**config.mk**
```make
export PLATFORM = sky130hd
export DESIGN_NAME = wdtc_top
export DESIGN_NICKNAME = d
export VERILOG_FILES = /design/src/verilog/wdtc_div.v /design/src/verilog/wdtc_top.v
export VERILOG_INCLUDE_DIRS = /design/src /design/src/verilog
export SDC_FILE = /design/constraint.sdc
export NUM_CORES = 1
export LEC_CHECK = 0
export BUFFER_PORTS_ARGS = -buffer_cell sky130_fd_sc_hd__buf_2
export CORE_ASPECT_RATIO = 1.75
export CORE_MARGIN = 3
export CORE_UTILIZATION = 30
export CTS_CLUSTER_SIZE = 24
export DETAILED_ROUTE_END_ITERATION = 6
export MAX_ROUTING_LAYER = met4
export PLACE_DENSITY_LB_ADDON = 0.1
export SETUP_SLACK_MARGIN = 0.05
export SYNTH_ARGS = -nofsm -noshare
export SYNTH_HDL_FRONTEND = slang
export SYNTH_SLANG_ARGS = --single-unit
```
**constraint.sdc**
```tcl
create_clock -name mclk_in -period 5.1 [get_ports mclk_in]
set_clock_uncertainty 0.15 [all_clocks]
set_input_delay 1.02 -clock mclk_in [delete_from_list [all_inputs] [get_ports mclk_in]]
set_output_delay 1.02 -clock mclk_in [all_outputs]
set_load 0.005 [all_outputs]
```
**src/verilog/wdtc_map.vh**
```
`ifndef WDTC_MAP_VH
`define WDTC_MAP_VH
// =====================================================================
// register offsets (byte addresses, one 32-bit word each)
`define WDTC_OFF_CTRL       4'h0
`define WDTC_OFF_COUNT      4'h4
`define WDTC_OFF_STATUS     4'h8
`define WDTC_OFF_DIV        4'hC
// =====================================================================
// control field positions
`define WDTC_BIT_ACTION     3
`define WDTC_BIT_SRC        4
`define WDTC_BIT_RUN        5
`define WDTC_BIT_MODE       6
// status field positions
`define WDTC_BIT_OVF_NMI    0
`define WDTC_BIT_OVF_RST    1
// =====================================================================
// reset values and defaults
`define WDTC_CTRL_RST       8'h00
`define WDTC_COUNT_RST      8'h00
`define WDTC_MAIN_DIV_RST   16'h0001
`define WDTC_SUB_DIV_RST    16'h0001
`endif

```
**src/verilog/wdtc_div.v**
```verilog
`timescale 1ns/1ps
// =====================================================================
// divider: one-cycle enable every (ratio+1) clocks while active
module wdtc_div #(
  parameter W = 16
) (
  input  wire         mclk_in,
  input  wire         nrst_in,
  input  wire         run_in,
  input  wire [W-1:0] ratio_in,
  output reg          tick_out
);
  reg [W-1:0] cnt;

  // stopped divider restarts from zero so the first tick is a full period
  always @(posedge mclk_in or negedge nrst_in) begin
    if (!nrst_in) begin
      cnt      <= {W{1'b0}};
      tick_out <= 1'b0;
    end else if (!run_in) begin
      cnt      <= {W{1'b0}};
      tick_out <= 1'b0;
    end else if (cnt >= ratio_in) begin
      cnt      <= {W{1'b0}};
      tick_out <= 1'b1;
    end else begin
      cnt      <= cnt + {{(W-1){1'b0}}, 1'b1};
      tick_out <= 1'b0;
    end
  end
endmodule

```
**src/verilog/wdtc_top.v**
```verilog
`timescale 1ns/1ps
`include "wdtc_map.vh"
module wdtc_top #(
  parameter DIV_W = 16
) (
  input  wire        mclk_in,
  input  wire        nrst_in,
  input  wire        sub_clk_in,
  input  wire [3:0]  avs_address_in,
  input  wire        avs_read_in,
  input  wire        avs_write_in,
  input  wire [31:0] avs_writedata_in,
  input  wire [3:0]  avs_byteenable_in,
  output reg  [31:0] avs_readdata_out,
  output reg         avs_waitrequest_out,
  output reg         nmi_req_out,
  output reg         rst_req_out,
  output reg         interval_ovf_out
);
  // ===================================================================
  // registers
  // control fields mirror the written control byte; the count is the
  // only timer state that software may also load directly
  reg             timer_mode_select;
  reg             counter_run_enable;
  reg             clock_source_select;
  reg             overflow_action;
  reg [7:0]       count_register;
  reg             sticky_nmi;
  reg             sticky_rst;
  reg [DIV_W-1:0] main_div;
  reg [DIV_W-1:0] sub_div;
  reg             ack;
  reg [2:0]       sub_sync;
  reg             sub_prev;
  wire            main_tick;
  wire            sub_edge;
  wire            wr;
  wire            rd;
  wire            cnt_tick;

  // ===================================================================
  // subclock pin: three flops, a change counts once stages two and
  // three agree; sub_edge is a rising edge of the settled level
  // limitation: each subclock level must hold for at least two mclk
  // cycles, or its edge is lost in the synchroniser
  always @(posedge mclk_in or negedge nrst_in) begin
    if (!nrst_in) begin
      sub_sync <= 3'h0;
      sub_prev <= 1'b0;
    end else begin
      sub_sync <= {sub_sync[1:0], sub_clk_in};
      if (sub_sync[2] == sub_sync[1])
        sub_prev <= sub_sync[2];
    end
  end
  assign sub_edge = (sub_sync[2] == sub_sync[1]) && sub_sync[2] && !sub_prev;

  // ===================================================================
  // main-clock prescaler as a divider enable
  // a ratio of n gives one tick every n+1 clocks, so ratio 0 ticks on
  // every clock; the divider idles while the sub source is chosen
  wdtc_div #(.W(DIV_W)) u_main_div (
    .mclk_in  (mclk_in),
    .nrst_in  (nrst_in),
    .run_in   (counter_run_enable & ~clock_source_select),
    .ratio_in (main_div),
    .tick_out (main_tick)
  );

  // subclock prescaler: divide settled subclock edges by sub_div+1
  // kept on mclk rather than clocked by the pin, so the counter sees a
  // single clock domain and no word crosses between domains
  reg [DIV_W-1:0] sub_cnt;
  reg             sub_tick;
  always @(posedge mclk_in or negedge nrst_in) begin
    if (!nrst_in) begin
      sub_cnt  <= {DIV_W{1'b0}};
      sub_tick <= 1'b0;
    end else begin
      sub_tick <= 1'b0;
      if (!(counter_run_enable && clock_source_select))
        sub_cnt <= {DIV_W{1'b0}};
      else if (sub_edge) begin
        if (sub_cnt >= sub_div) begin
          sub_cnt  <= {DIV_W{1'b0}};
          sub_tick <= 1'b1;
        end else
          sub_cnt <= sub_cnt + {{(DIV_W-1){1'b0}}, 1'b1};
      end
    end
  end

  // source choice feeds the counter
  // the unselected prescaler is held in reset, so a switch starts clean
  assign cnt_tick = clock_source_select ? sub_tick : main_tick;

  // ===================================================================
  // bus handshake: one wait cycle, then a single acknowledge cycle
  // trade-off: one wait state on every access buys registered read
  // data and a write that lands only at the accepting edge
  assign wr = avs_write_in && ack;
  assign rd = avs_read_in && ack;
  always @(posedge mclk_in or negedge nrst_in) begin
    if (!nrst_in) begin
      ack                 <= 1'b0;
      avs_waitrequest_out <= 1'b1;
    end else begin
      ack                 <= (avs_read_in | avs_write_in) & ~ack;
      avs_waitrequest_out <= ~((avs_read_in | avs_write_in) & ~ack);
    end
  end

  // read data registered alongside the acknowledge
  // unmapped offsets read as zero; the value holds until the next read
  // so a slow master still sees it after the accepting edge
  always @(posedge mclk_in or negedge nrst_in) begin
    if (!nrst_in)
      avs_readdata_out <= 32'h00000000;
    else if (avs_read_in && !ack) begin
      case (avs_address_in)
        `WDTC_OFF_CTRL:
          avs_readdata_out <= {25'h0000000, timer_mode_select,
                               counter_run_enable, clock_source_select,
                               overflow_action, 3'h0};
        `WDTC_OFF_COUNT:  avs_readdata_out <= {24'h000000, count_register};
        `WDTC_OFF_STATUS: avs_readdata_out <= {30'h00000000, sticky_rst,
                                               sticky_nmi};
        `WDTC_OFF_DIV:    avs_readdata_out <= {sub_div, main_div};
        default:          avs_readdata_out <= 32'h00000000;
      endcase
    end
  end

  // ===================================================================
  // control fields, divider ratios
  // only byte lane 0 carries control bits; writes to other lanes of
  // the control word are ignored, unmapped writes change nothing
  always @(posedge mclk_in or negedge nrst_in) begin
    if (!nrst_in) begin
      timer_mode_select   <= 1'b0;
      counter_run_enable  <= 1'b0;
      clock_source_select <= 1'b0;
      overflow_action     <= 1'b0;
      main_div            <= `WDTC_MAIN_DIV_RST;
      sub_div             <= `WDTC_SUB_DIV_RST;
    end else if (wr) begin
      if (avs_address_in == `WDTC_OFF_CTRL && avs_byteenable_in[0]) begin
        timer_mode_select   <= avs_writedata_in[`WDTC_BIT_MODE];
        counter_run_enable  <= avs_writedata_in[`WDTC_BIT_RUN];
        clock_source_select <= avs_writedata_in[`WDTC_BIT_SRC];
        overflow_action     <= avs_writedata_in[`WDTC_BIT_ACTION];
      end
      if (avs_address_in == `WDTC_OFF_DIV) begin
        if (avs_byteenable_in[0]) main_div[7:0]  <= avs_writedata_in[7:0];
        if (avs_byteenable_in[1]) main_div[15:8] <= avs_writedata_in[15:8];
        if (avs_byteenable_in[2]) sub_div[7:0]   <= avs_writedata_in[23:16];
        if (avs_byteenable_in[3]) sub_div[15:8]  <= avs_writedata_in[31:24];
      end
    end
  end

  // ===================================================================
  // counter: a direct write wins over a tick in the same cycle
  // zeroing on a stop follows the source bit written with the stop, so
  // one write can halt the subclock count and keep its value
  wire ctrl_wr = wr && avs_address_in == `WDTC_OFF_CTRL &&
                 avs_byteenable_in[0];
  wire run_clr = ctrl_wr && !avs_writedata_in[`WDTC_BIT_RUN];
  wire ovf     = counter_run_enable && cnt_tick && count_register == 8'hFF;
  always @(posedge mclk_in or negedge nrst_in) begin
    if (!nrst_in)
      count_register <= `WDTC_COUNT_RST;
    else if (wr && avs_address_in == `WDTC_OFF_COUNT && avs_byteenable_in[0])
      count_register <= avs_writedata_in[7:0];
    else if (run_clr && !avs_writedata_in[`WDTC_BIT_SRC])
      count_register <= 8'h00;
    else if (run_clr)
      count_register <= count_register;
    else if (counter_run_enable && cnt_tick)
      count_register <= count_register + 8'h01;
  end

  // ===================================================================
  // overflow: watchdog mode routes to nmi or reset; interval mode only
  // pulses its own flag; sticky status set wins over a clear write
  // interval mode never requests nmi or reset, so an interval overflow
  // cannot take the system down
  always @(posedge mclk_in or negedge nrst_in) begin
    if (!nrst_in) begin
      nmi_req_out      <= 1'b0;
      rst_req_out      <= 1'b0;
      interval_ovf_out <= 1'b0;
      sticky_nmi       <= 1'b0;
      sticky_rst       <= 1'b0;
    end else begin
      nmi_req_out      <= ovf && timer_mode_select && !overflow_action;
      rst_req_out      <= ovf && timer_mode_select && overflow_action;
      interval_ovf_out <= ovf && !timer_mode_select;
      if (ovf && timer_mode_select && !overflow_action)
        sticky_nmi <= 1'b1;
      else if (wr && avs_address_in == `WDTC_OFF_STATUS &&
               avs_writedata_in[`WDTC_BIT_OVF_NMI])
        sticky_nmi <= 1'b0;
      if (ovf && timer_mode_select && overflow_action)
        sticky_rst <= 1'b1;
      else if (wr && avs_address_in == `WDTC_OFF_STATUS &&
               avs_writedata_in[`WDTC_BIT_OVF_RST])
        sticky_rst <= 1'b0;
    end
  end
endmodule
```
Word-level counts from Yosys, hierarchy flattened
Index checks and enable logic that the tools add are counted.

Bits in latches: 0. Memories kept: 0. Input bits: 45. Bits in writable memories: 0. Output and inout port bits: 36. Logic and storage cells: 98. Bits in read-only memories: 0. Register bits after elaboration: 121.

Equality and inequality tests: 7. $mul: 0. Reductions and logical operators: 37. Muxes and demuxes: 20. Magnitude comparators: 2. Div/mod/pow operators: 0. Bitwise gates (word level): 6. Shift-type cells: 0. $add $sub $neg: 3.

Operators by type and width (number): 32-bit case mux with 4 select lines (1); 16-bit 2-to-1 mux (5); 16-bit by 1-bit adder with 16-bit output (second input constant) (2); 16-bit greater-or-equal comparator (2); 8-bit 2-to-1 mux (4); 1-bit logical AND (21); 3-bit AND reduction (4); 1-bit 2-to-1 mux (10); 8-bit by 1-bit adder with 8-bit output (second input constant) (1); 4-bit equality test (second input constant) (2); 8-bit equality test (second input constant) (1); 1-bit logical NOT (6); 4-bit by 3-bit equality test with 1-bit output (second input constant) (1); 4-bit logical NOT (1); 2-bit AND reduction (2); 2-bit nonzero test (2); 3-bit by 1-bit inequality test with 1-bit output (second input constant) (1); 1-bit NOT (3); 3-bit nonzero test (1); 1-bit AND (2); 2-bit inequality test (second input constant) (1); 1-bit equality test (1); 1-bit OR (1).

Logic depth before layout (Yosys ltp)
Gate-level depths: netlist (run 1).

Depth in word-level cells: 7. Mapped depth: 9. Mapped depth without buffers: 8.

By module
From an unflattened synthesis (run 1), not the netlist that was laid out.

Cell total of the unflattened synthesis: 625. Area total of the unflattened synthesis: 6219.7 um2.

Modules (own cells, without submodules): wdtc_top (area each 5012.3 um2, cells an instance 497, times used 1); wdtc_div (area each 1207.4 um2, cells an instance 128, times used 1).

Worst setup path after synthesis (run 1)
No wires, ideal clock.

Path kind: input port to flip-flop. Start point: input avs_address_in[3]. End point: register count_register[4]. Data arrival time: 2377 ps. Stages: 6. Slack: 2507 ps. Cell sequence: buf_2 -> or4_1 -> nor3_2 -> nand2b_1 -> o21ai_0 -> o2bb2a_1.

Longest elaborated chain between the ends: 7.

Ends and longest elaborated chain: from (decl) (line wdtc_top.v:9) `input wire [3:0] avs_address_in,`; 4-bit logical NOT; 1-bit logical AND (no source line); 1-bit logical AND (line wdtc_top.v:167) `` wire ctrl_wr = wr && avs_address_in == `WDTC_OFF_CTRL && ``; 1-bit logical AND (line wdtc_top.v:169) `` wire run_clr = ctrl_wr && !avs_writedata_in[`WDTC_BIT_RUN]; ``; 1-bit logical AND (line wdtc_top.v:176) `` else if (run_clr && !avs_writedata_in[`WDTC_BIT_SRC]) ``; 3-bit by 1-bit inequality test with 1-bit output (no source line) (tied with other cells); 2-bit AND reduction (no source line) or 8-bit 2-to-1 mux (tied branches); to (signal assigned) (line wdtc_top.v:173) `` count_register <= `WDTC_COUNT_RST; ``; to (signal assigned) (line wdtc_top.v:175) `count_register <= avs_writedata_in[7:0];`; to (signal assigned) (line wdtc_top.v:179) `count_register <= count_register;`; to (decl) (line wdtc_top.v:28) `reg [7:0] count_register;`.

Parallel ways exist; a longest one is shown, timed or not. A chain may end at the register's enable or synchronous reset.

Worst setup path in the final report (run 1)
Start point: register sub_div[0]. End point: register sub_cnt[6].

Longest elaborated chain between the ends: 4.

Ends and longest elaborated chain: from (decl) (line wdtc_top.v:32) `reg [DIV_W-1:0] sub_div;`; from (signal assigned) (line wdtc_top.v:146) `` sub_div <= `WDTC_SUB_DIV_RST; ``; from (signal assigned) (line wdtc_top.v:157) `if (avs_byteenable_in[2]) sub_div[7:0] <= avs_writedata_in[23:16];`; 16-bit greater-or-equal comparator (line wdtc_top.v:85) `if (sub_cnt >= sub_div) begin`; 16-bit 2-to-1 mux (line wdtc_top.v:85); 16-bit 2-to-1 mux (line wdtc_top.v:84) `else if (sub_edge) begin`; 16-bit 2-to-1 mux (line wdtc_top.v:82) `if (!(counter_run_enable && clock_source_select))`; to (signal assigned) (line wdtc_top.v:83) `sub_cnt <= {DIV_W{1'b0}};`; to (signal assigned) (line wdtc_top.v:86) `sub_cnt <= {DIV_W{1'b0}};`; to (signal assigned) (line wdtc_top.v:89) `sub_cnt <= sub_cnt + {{(DIV_W-1){1'b0}}, 1'b1};`; to (decl) (line wdtc_top.v:74) `reg [DIV_W-1:0] sub_cnt;`.

No other way between the ends. The select of a mux whose other input is x is not followed.

==> results of run 1 <==
## Yosys cell counts, types with 6 or more instances
cell type,number,area (um2)
and3_1,12,75.1
a22o_1,28,245
nand2_1,66,248
nand2b_1,7,43.8
o21ai_0,29,145
dfrtp_1,118,2950
mux2_2,34,383
inv_1,45,169
nor2_1,35,131
a22oi_1,9,67.6
nand3_1,23,115
xor2_1,10,87.6
a31oi_1,6,37.5
ha_1,36,450
clkbuf_1,13,48.8
o21a_1,6,45.0
a21oi_1,29,145
a21o_1,8,60.1
nand4_1,8,50.1
## worst register-to-register path, cell delays in order, from the launching register on
cell and delay (ns):
dfstp_2 0.55, ha_1 0.22, nand2b_1 0.15, a2111oi_2 0.47
a2111oi_4 0.09, nor3_4 0.71, or2b_1 0.29, a31oi_1 0.16
## metal layers
metal / up-vias / wire length, um / global-route usage (%)
li1: 2245 / - / -
met1: 2295 / 6510 / 18.2
met2: 86 / 9180 / 28.6
met3: 27 / 576 / 3.30
met4: 0 / 512 / 7.53
met5: - / 0 / -
## power by group through the flow
stage	Clock (mW)	Sequential, mW	Combinational (mW)
floorplan	0	1.08	0.171
global placement	0	1.09	0.269
detailed placement	0	1.10	0.276
CTS	1.37	1.08	0.278
global route	1.41	1.09	0.309
finish	1.34	1.08	0.270
## worst max path at each step
stage,end,cells past startpoint
4_1_cts,sub_cnt[6],8
2_1_floorplan,count_register[4],6
3_5_place_dp,main_div[9],6
5_1_grt,sub_cnt[6],8
3_3_place_gp,sub_div[11],6
6_report,sub_cnt[6],7
## stage by stage
stage          util, %  cells
2_1_floorplan        -    586
3_5_place_dp      34.0    896
5_1_grt           37.3    927
6_report          37.3    927
3_3_place_gp      34.0    896
4_1_cts           37.3    927
## state kept, by name, summed over array words and instances (netlist names), 3 cells and up
| signal | flops |
|---|---|
| avs_readdata_out | 32 |
| count_register | 8 |
| main_div | 16 |
| sub_cnt | 16 |
| sub_div | 16 |
| sub_sync | 3 |
| u_main_div.cnt | 16 |
## cells by family (layout without fill, tap and decap cells)
kind of cell / count (synthesis) / after routing / synth area share [%]
AOI/OAI and AO/OA: 133 / 133 / 15.1
muxes: 40 / 40 / 7.29
xor gates and xnor gates: 15 / 15 / 2.16
DFF: 121 / 121 / 49.8
adders and majority gates: 36 / 36 / 7.39
and+or+nand+nor: 177 / 177 / 14.1
buffers and inverters: 64 / 160 / 4.19
## final cells by class
class	count	area, um2	area share [%]
inverter	45	169	2.28
tap	245	307	4.15
multi-input combinational	401	2810	38.0
sequential	121	3030	41.0
clock inverter	8	168	2.27
clock buffer	23	478	6.46
timing repair buffer	84	433	5.85
==> impl_metrics.json, run 1 <==
{
  "critPathLaunchType": "flip-flop",
  "slowest_delay_ns": 0.71,
  "final_cell_mix": "dfrtp_1, buf_2, nand2_1, inv_1, ha_1",
  "seqPwrFrac_pct": 40.1,
  "root_buffer": "clkbuf_16",
  "fp.dieW_um": 114,
  "synth_edf_count": 0,
  "die_h_um": 195,
  "total_leakage_power_nw": 3.59,
  "clockPowerShare_pct": 49.8,
  "cp_num_buf_inv": 0,
  "cts_tree": "yes",
  "synth_area_um2": 6090,
  "max_freq_mhz": 348,
  "grt_pass1_wl_mm": 27.4,
  "timing.rr.start": "sub_div[0]",
  "cp_max_fo": 26,
  "drt_pre_antenna_iters": 4,
  "drive_above_1_share_pct": 23.3,
  "hold_end": "sub_sync[1]",
  "pin_count": 81,
  "crit_family": "simple AND/OR/NAND/NOR gates",
  "clock_sinks": 121,
  "finalInstanceArea_um2": 7390,
  "syn2layout_area_growth_pct": 21.4,
  "fillCellCount": 2011,
  "antenna_found_initial": 0,
  "tns_ns": 0,
  "maxSlewHeadroom_pct": 25.5,
  "yosys_warnings": 0,
  "rsz0062_at_grt": "no",
  "status": "complete, no violations",
  "peakVddDrop_mv": 0.207,
  "drv_slew": 0,
  "internal-power_mw": 2.04,
  "power_frac_comb_pct": 10.1,
  "rows": 68,
  "end_kind": "flip-flop",
  "place_ws_ns": 2.16,
  "grt.overflow.total": 0,
  "p_switching_mw": 0.645,
  "initial_core_util_pct": 30.7,
  "cts_max_level": 4,
  "fp.coreArea_um2": 19800,
  "globalplace.congestion": 0.854,
  "grt_pass1_vias": 4989,
  "avgViaCountPerCell": 5.02,
  "synthCells": 586,
  "cts_max_path_buffers": 2,
  "critPathSlowestCell": "nor3_4",
  "ctsResizeCount": 0,
  "synth-seq-cells": 121,
  "drc": 0,
  "synth-async-reset-ratio_pct": 100,
  "vias": 4653,
  "dpl_cell_area_um2": 6750,
  "post_cts_buffers": 0,
  "max_cap_violations": 0,
  "hp-start": "sub_sync[0]",
  "dr.first_iter.drc_count": 326,
  "nets": 751,
  "power_density_nw_per_um2": 363,
  "r2r_cells": 7,
  "tightest_slew_ns": 1.12,
  "worstPathArrival_ns": 3.06,
  "clk_pin_slew_ns": 0.05,
  "period_share_pct": 56.3,
  "path_cells": "ha_1 -> nand2b_1 -> a2111oi_2 -> a2111oi_4 -> nor3_4 -> or2b_1 -> a31oi_1",
  "io_buffers": 80,
  "grt.total_usage_pct": 16.6,
  "wl_mm": 16.8,
  "final.setup.worst_slack_ns": 2.23,
  "hold_viol_final": 0,
  "synth_ff_type": "dfrtp_1",
  "syn_area_per_cell_um2": 10.4,
  "holdPathStages": 0,
  "p_sw_share_pct": 24.0,
  "r2r-end": "sub_cnt[6]",
  "power.total_mw": 2.69,
  "worstSetupPathType": "reg -> reg",
  "yosysSeqAreaShare_pct": 49.8,
  "setup_violations": 0,
  "hold_buffers": 0,
  "hpwl_mm": 12.7,
  "ant_nets": 0,
  "cts_buffers": 17,
  "final.min_clock_period_ns": 2.87,
  "ys_types": 54,
  "fin_hold_ws_ns": 0.196,
  "crit_required_ns": 5.29,
  "die_area_um2": 22100,
  "diodes": 0,
  "r2r_slack_ns": 2.23,
  "wire_per_inst_um": 18.1,
  "grt_max_degree": 66,
  "syn_nets": 667,
  "mostFrequentLayoutCell": "dfrtp_1",
  "worstSetupStartpoint": "sub_div[0]",
  "clkLatencyLatePin_ns": 0.42,
  "min_path_type": "reg -> reg"
}
No activity file was read; power rests on OpenSTA's default activity.
==> inputs of run 2 (changes only) <==
==> constraint.sdc (replaced) <==
create_clock -name mclk_in -period 2.9 [get_ports mclk_in]
set_clock_uncertainty 0.15 [all_clocks]
set_input_delay 0.58 -clock mclk_in [delete_from_list [all_inputs] [get_ports mclk_in]]
set_output_delay 0.58 -clock mclk_in [all_outputs]
set_load 0.005 [all_outputs]
==> run 2 against run 1 <==
Global-route usage down 1.0 points. Sequential power up 75%. Via count up 1.7%. Fmax up 9.7%. Routed wire length down 3.3%. Power up 71%. Setup slack worse by 1.9 ns. Die area unchanged. Critical path type unchanged. Largest cell class unchanged.
==> impl_metrics.json, run 2 (synthesis gave the netlist of run 1 again) <==
{
  "syn2layout_area_growth_pct": 22.6,
  "hold_viol_final": 0,
  "r2r_slack_ns": 0.28,
  "dpl_cell_area_um2": 6830,
  "power_density_nw_per_um2": 614,
  "regMostFlops": "avs_readdata_out",
  "critPathMostFrequentCell": "a31oi_1",
  "cts_tree": "yes",
  "final_cell_mix": "dfrtp_1, buf_2, nand2_1, inv_1, ha_1",
  "grt.total_usage_pct": 15.6,
  "clkLatencyLatePin_ns": 0.41,
  "fp.dieW_um": 114,
  "fillCellCount": 1992,
  "antenna_found_initial": 0,
  "mostFrequentLayoutCell": "dfrtp_1",
  "globalplace.congestion": 0.853,
  "clk_pin_slew_ns": 0.06,
  "ant_nets": 0,
  "peakVddDrop_mv": 0.295,
  "status": "complete, no violations",
  "hold_end": "sub_sync[0]",
  "drive_above_1_share_pct": 24.7,
  "setup_violations": 0,
  "drv_slew": 0,
  "maxSlewHeadroom_pct": 53.7,
  "critPathLaunchType": "flip-flop",
  "hp-start": "sub_clk_in",
  "grt_pass1_wl_mm": 26.1,
  "max_freq_mhz": 382,
  "cts_max_level": 4,
  "r2r-end": "sub_cnt[13]",
  "critPathSlowestCell": "a2111oi_2",
  "pin_count": 81,
  "wl_mm": 16.2,
  "final.min_clock_period_ns": 2.62,
  "grt_pass1_vias": 4868,
  "fin_hold_ws_ns": 0.131,
  "dr.first_iter.drc_count": 317,
  "path_cells": "inv_1 -> ha_1 -> nand2b_1 -> a2111oi_2 -> a2111oi_4 -> nor3_4 -> buf_4 -> a31oi_1 -> a31oi_1",
  "power.total_mw": 4.59,
  "ctsResizeCount": 0,
  "drc": 0,
  "grt_max_degree": 52,
  "cts_buffers": 17,
  "r2r_cells": 9,
  "slowest_delay_ns": 0.57,
  "vias": 4732,
  "min_path_type": "in -> reg",
  "timing.rr.start": "sub_cnt[0]",
  "worstSetupPathType": "reg -> reg",
  "rows": 68,
  "finalInstanceArea_um2": 7470,
  "clock_sinks": 121,
  "drt_pre_antenna_iters": 5,
  "holdPathStages": 1,
  "hpwl_mm": 12.6,
  "cts_max_path_buffers": 2,
  "tns_ns": 0,
  "io_buffers": 80,
  "grt.overflow.total": 0,
  "initial_core_util_pct": 30.7,
  "fp.coreArea_um2": 19800,
  "rsz0062_at_grt": "no",
  "total_leakage_power_nw": 3.63,
  "nets": 760,
  "crit_family": "compound AO/OA/AOI/OAI gates",
  "period_share_pct": 90.2,
  "worstPathArrival_ns": 2.79,
  "diodes": 0,
  "largest_reg_flops": 32,
  "wire_per_inst_um": 17.3,
  "die_h_um": 195,
  "max_cap_violations": 0,
  "tightest_slew_ns": 0.688,
  "die_area_um2": 22100,
  "cp_max_fo": 10,
  "root_buffer": "clkbuf_16",
  "cp_num_buf_inv": 2,
  "avgViaCountPerCell": 5.05,
  "crit_required_ns": 3.08,
  "end_kind": "flip-flop"
}
[run 2: worst max-delay path by stage]
| stage | end | startpoint | depth (start not counted) |
|---|---|---|---|
| floorplan | sub_cnt[0] | sub_cnt[14] | 7 |
| finish | sub_cnt[13] | sub_cnt[0] | 9 |
| global route | sub_cnt[13] | sub_cnt[0] | 9 |
| detailed placement | sub_cnt[13] | sub_div[0] | 8 |
| global placement | sub_cnt[13] | sub_div[0] | 8 |
| CTS | sub_cnt[13] | sub_cnt[0] | 9 |
[run 2: timing repair]
item	in CTS	in global routing
hold endpoints to repair	30	0
buffers inserted	0	0
hold buffers	1	0
[run 2: cell type report]
type	count	area (um2)	share of cell area (%)
tap	245	307	4.10
multi-input combinational	401	2810	37.6
clock inverter	11	144	1.93
timing repair buffer	93	528	7.07
clock buffer	21	480	6.43
inverter	45	169	2.26
sequential	121	3030	40.6
[run 2: power by group]
part,total (mW),internal (mW),switching (mW)
registers,1.89,1.80,0.0880
logic,0.482,0.209,0.273
clock network,2.22,1.44,0.776
total,4.59,3.45,1.14
[run 2: stage by stage]
step	util, %	cells	setup slack [ns]
3_5_place_dp	34.5	904	0.241
4_1_cts	37.7	937	0.226
5_1_grt	37.7	937	0.120
6_report	37.7	937	0.283
3_3_place_gp	34.5	904	0.278
2_1_floorplan	-	586	0.578
[run 2: metal layers]
metal / track usage (%) / wire length, um / part of all wire [%] / vias up
li1: - / - / - / 2273
met4: 7.62 / 593 / 3.7 / 0
met2: 27.4 / 8730 / 54 / 116
met1: 16.7 / 6350 / 39 / 2314
met3: 2.59 / 556 / 3.4 / 29
met5: - / 0 / 0 / -
==> inputs of run 3 (changes only) <==
--- a/config.mk
+++ b/config.mk
@@ -6,10 +6,11 @@
 export SDC_FILE = /design/constraint.sdc
 export NUM_CORES = 1
 export LEC_CHECK = 0
-export BUFFER_PORTS_ARGS = -buffer_cell sky130_fd_sc_hd__buf_2
+export BUFFER_PORTS_ARGS = -buffer_cell sky130_fd_sc_hd__buf_4
 export CORE_ASPECT_RATIO = 1.75
 export CORE_MARGIN = 3
 export CORE_UTILIZATION = 30
+export CTS_CLUSTER_DIAMETER = 200
 export CTS_CLUSTER_SIZE = 24
 export DETAILED_ROUTE_END_ITERATION = 6
 export MAX_ROUTING_LAYER = met4
==> run 3 against run 2 <==
Non-clock buffer count did not move. Sequential share of layout area fell by 0.87 points. Combinational power rose by 4%. Flip-flop and latch count did not move. Setup slack improved by 0.049 ns. Clock power fell by 3%. Worst hold slack got worse by 0.095 ns. Critical path type unchanged. Largest cell class unchanged.
==> impl_metrics.json, run 3 (synthesis gave the netlist of run 1 again) <==
{
  "power_frac_comb_pct": 11.0,
  "die_area_um2": 22100,
  "finalInstanceArea_um2": 7630,
  "wl_mm": 16.6,
  "seqPwrFrac_pct": 41.7,
  "cts_tree": "yes",
  "period_share_pct": 88.5,
  "vias": 4692,
  "drv_slew": 0,
  "cts_buffers": 17,
  "peakVddDrop_mv": 0.349,
  "rows": 68,
  "setup_violations": 0,
  "cts_max_level": 4,
  "avgViaCountPerCell": 5.01,
  "r2r_cells": 8,
  "tightest_slew_ns": 0.649,
  "grt_max_degree": 48,
  "total_leakage_power_nw": 3.66,
  "dr.first_iter.drc_count": 164,
  "grt.total_usage_pct": 16.4,
  "tns_ns": 0,
  "placed_cells": 905,
  "stdcell_count": 937,
  "clockPowerShare_pct": 47.3,
  "fin_hold_ws_ns": 0.0359,
  "fillCellCount": 2005,
  "worstSetupPathType": "reg -> reg",
  "nets": 760,
  "initial_core_util_pct": 30.7,
  "clkLatencyLatePin_ns": 0.42,
  "place_ws_ns": 0.314,
  "r2r_slack_ns": 0.33,
  "cp_max_fo": 18,
  "diodes": 0,
  "drt_pre_antenna_iters": 4,
  "final.min_clock_period_ns": 2.57,
  "fp.dieW_um": 114,
  "wire_per_inst_um": 17.7,
  "clock_sinks": 121,
  "regMostFlops": "avs_readdata_out",
  "globalplace.congestion": 0.871,
  "p_sw_share_pct": 24.9,
  "min_path_type": "in -> async",
  "largest_reg_flops": 32,
  "final_cell_mix": "dfrtp_1, buf_4, nand2_1, inv_1, ha_1",
  "ctsResizeCount": 0,
  "final.setup.worst_slack_ns": 0.332,
  "multi_input_area_um2": 2810,
  "maxSlewHeadroom_pct": 56.3,
  "dpl_cell_area_um2": 7030,
  "worstPathArrival_ns": 2.72,
  "io_buffers": 80,
  "cts_max_path_buffers": 2,
  "end_kind": "flip-flop",
  "pin_count": 81,
  "drc": 0,
  "max_freq_mhz": 389,
  "internal-power_mw": 3.42,
  "root_buffer": "clkbuf_16",
  "die_h_um": 195,
  "hpwl_mm": 12.6,
  "drive_above_1_share_pct": 24.9,
  "hold_viol_final": 0,
  "ant_nets": 0,
  "seq_area_um2": 3030,
  "grt_pass1_wl_mm": 27.0,
  "power_density_nw_per_um2": 597,
  "rsz0062_at_grt": "no",
  "clk_pin_slew_ns": 0.06,
  "hold_buffers": 0,
  "p_switching_mw": 1.14,
  "mostFrequentLayoutCell": "dfrtp_1",
  "antenna_found_initial": 0,
  "post_cts_buffers": 0,
  "status": "complete, no violations",
  "syn2layout_area_growth_pct": 25.2,
  "critPathLaunchType": "flip-flop",
  "grt_pass1_vias": 4988,
  "finish.utilization_pct": 38.5,
  "fp.coreArea_um2": 19800,
  "power.total_mw": 4.56,
  "crit_required_ns": 3.05,
  "grt.overflow.total": 0,
  "max_cap_violations": 0
}
## run 3: path summary, 6_finish.rpt
| path | start | end |
|---|---|---|
| worst min register to register | sub_sync[0] | sub_sync[1] |
| worst max-delay path | sub_cnt[13] | sub_cnt[15] |
| worst max register to register | sub_cnt[13] | sub_cnt[15] |
| max in group asynchronous | nrst_in | main_div[0] |
| worst min-delay path | nrst_in | u_main_div.cnt[2] |
| min in group mclk_in | sub_clk_in | sub_sync[0] |
## run 3: worst max-delay path, cell delays in order (launching register included)
cell,delay [ns]
dfrtp_1,0.42
ha_1,0.31
nand4_1,0.15
or3_4,0.44
a2111oi_4,0.36
nor3_4,0.08
buf_4,0.20
a21o_1,0.17
a22o_1,0.17
## run 3: power groups by stage
stage / Sequential, mW / Clock, mW / Combinational, mW
after floorplan: 1.89 / 0 / 0.300
after global placement: 1.93 / 0 / 0.506
after detailed placement: 1.93 / 0 / 0.513
after CTS: 1.90 / 2.23 / 0.517
after global routing: 1.91 / 2.31 / 0.570
final: 1.90 / 2.16 / 0.501
## run 3: per-layer routing
metal	global-route usage, %	wire length (um)	vias up
met3	3.89	550	34
li1	-	-	2267
met1	18.1	6630	2281
met5	-	0	-
met4	6.91	454	0
met2	27.8	8960	110
## run 3: cell type report
type / count / area share [%]
Clock buffer: 19 / 5.94
Multi-Input combinational cell: 401 / 36.8
Inverter: 45 / 2.21
Clock inverter: 13 / 1.98
Sequential cell: 121 / 39.7
Timing Repair Buffer: 93 / 9.31
Tap cell: 245 / 4.02
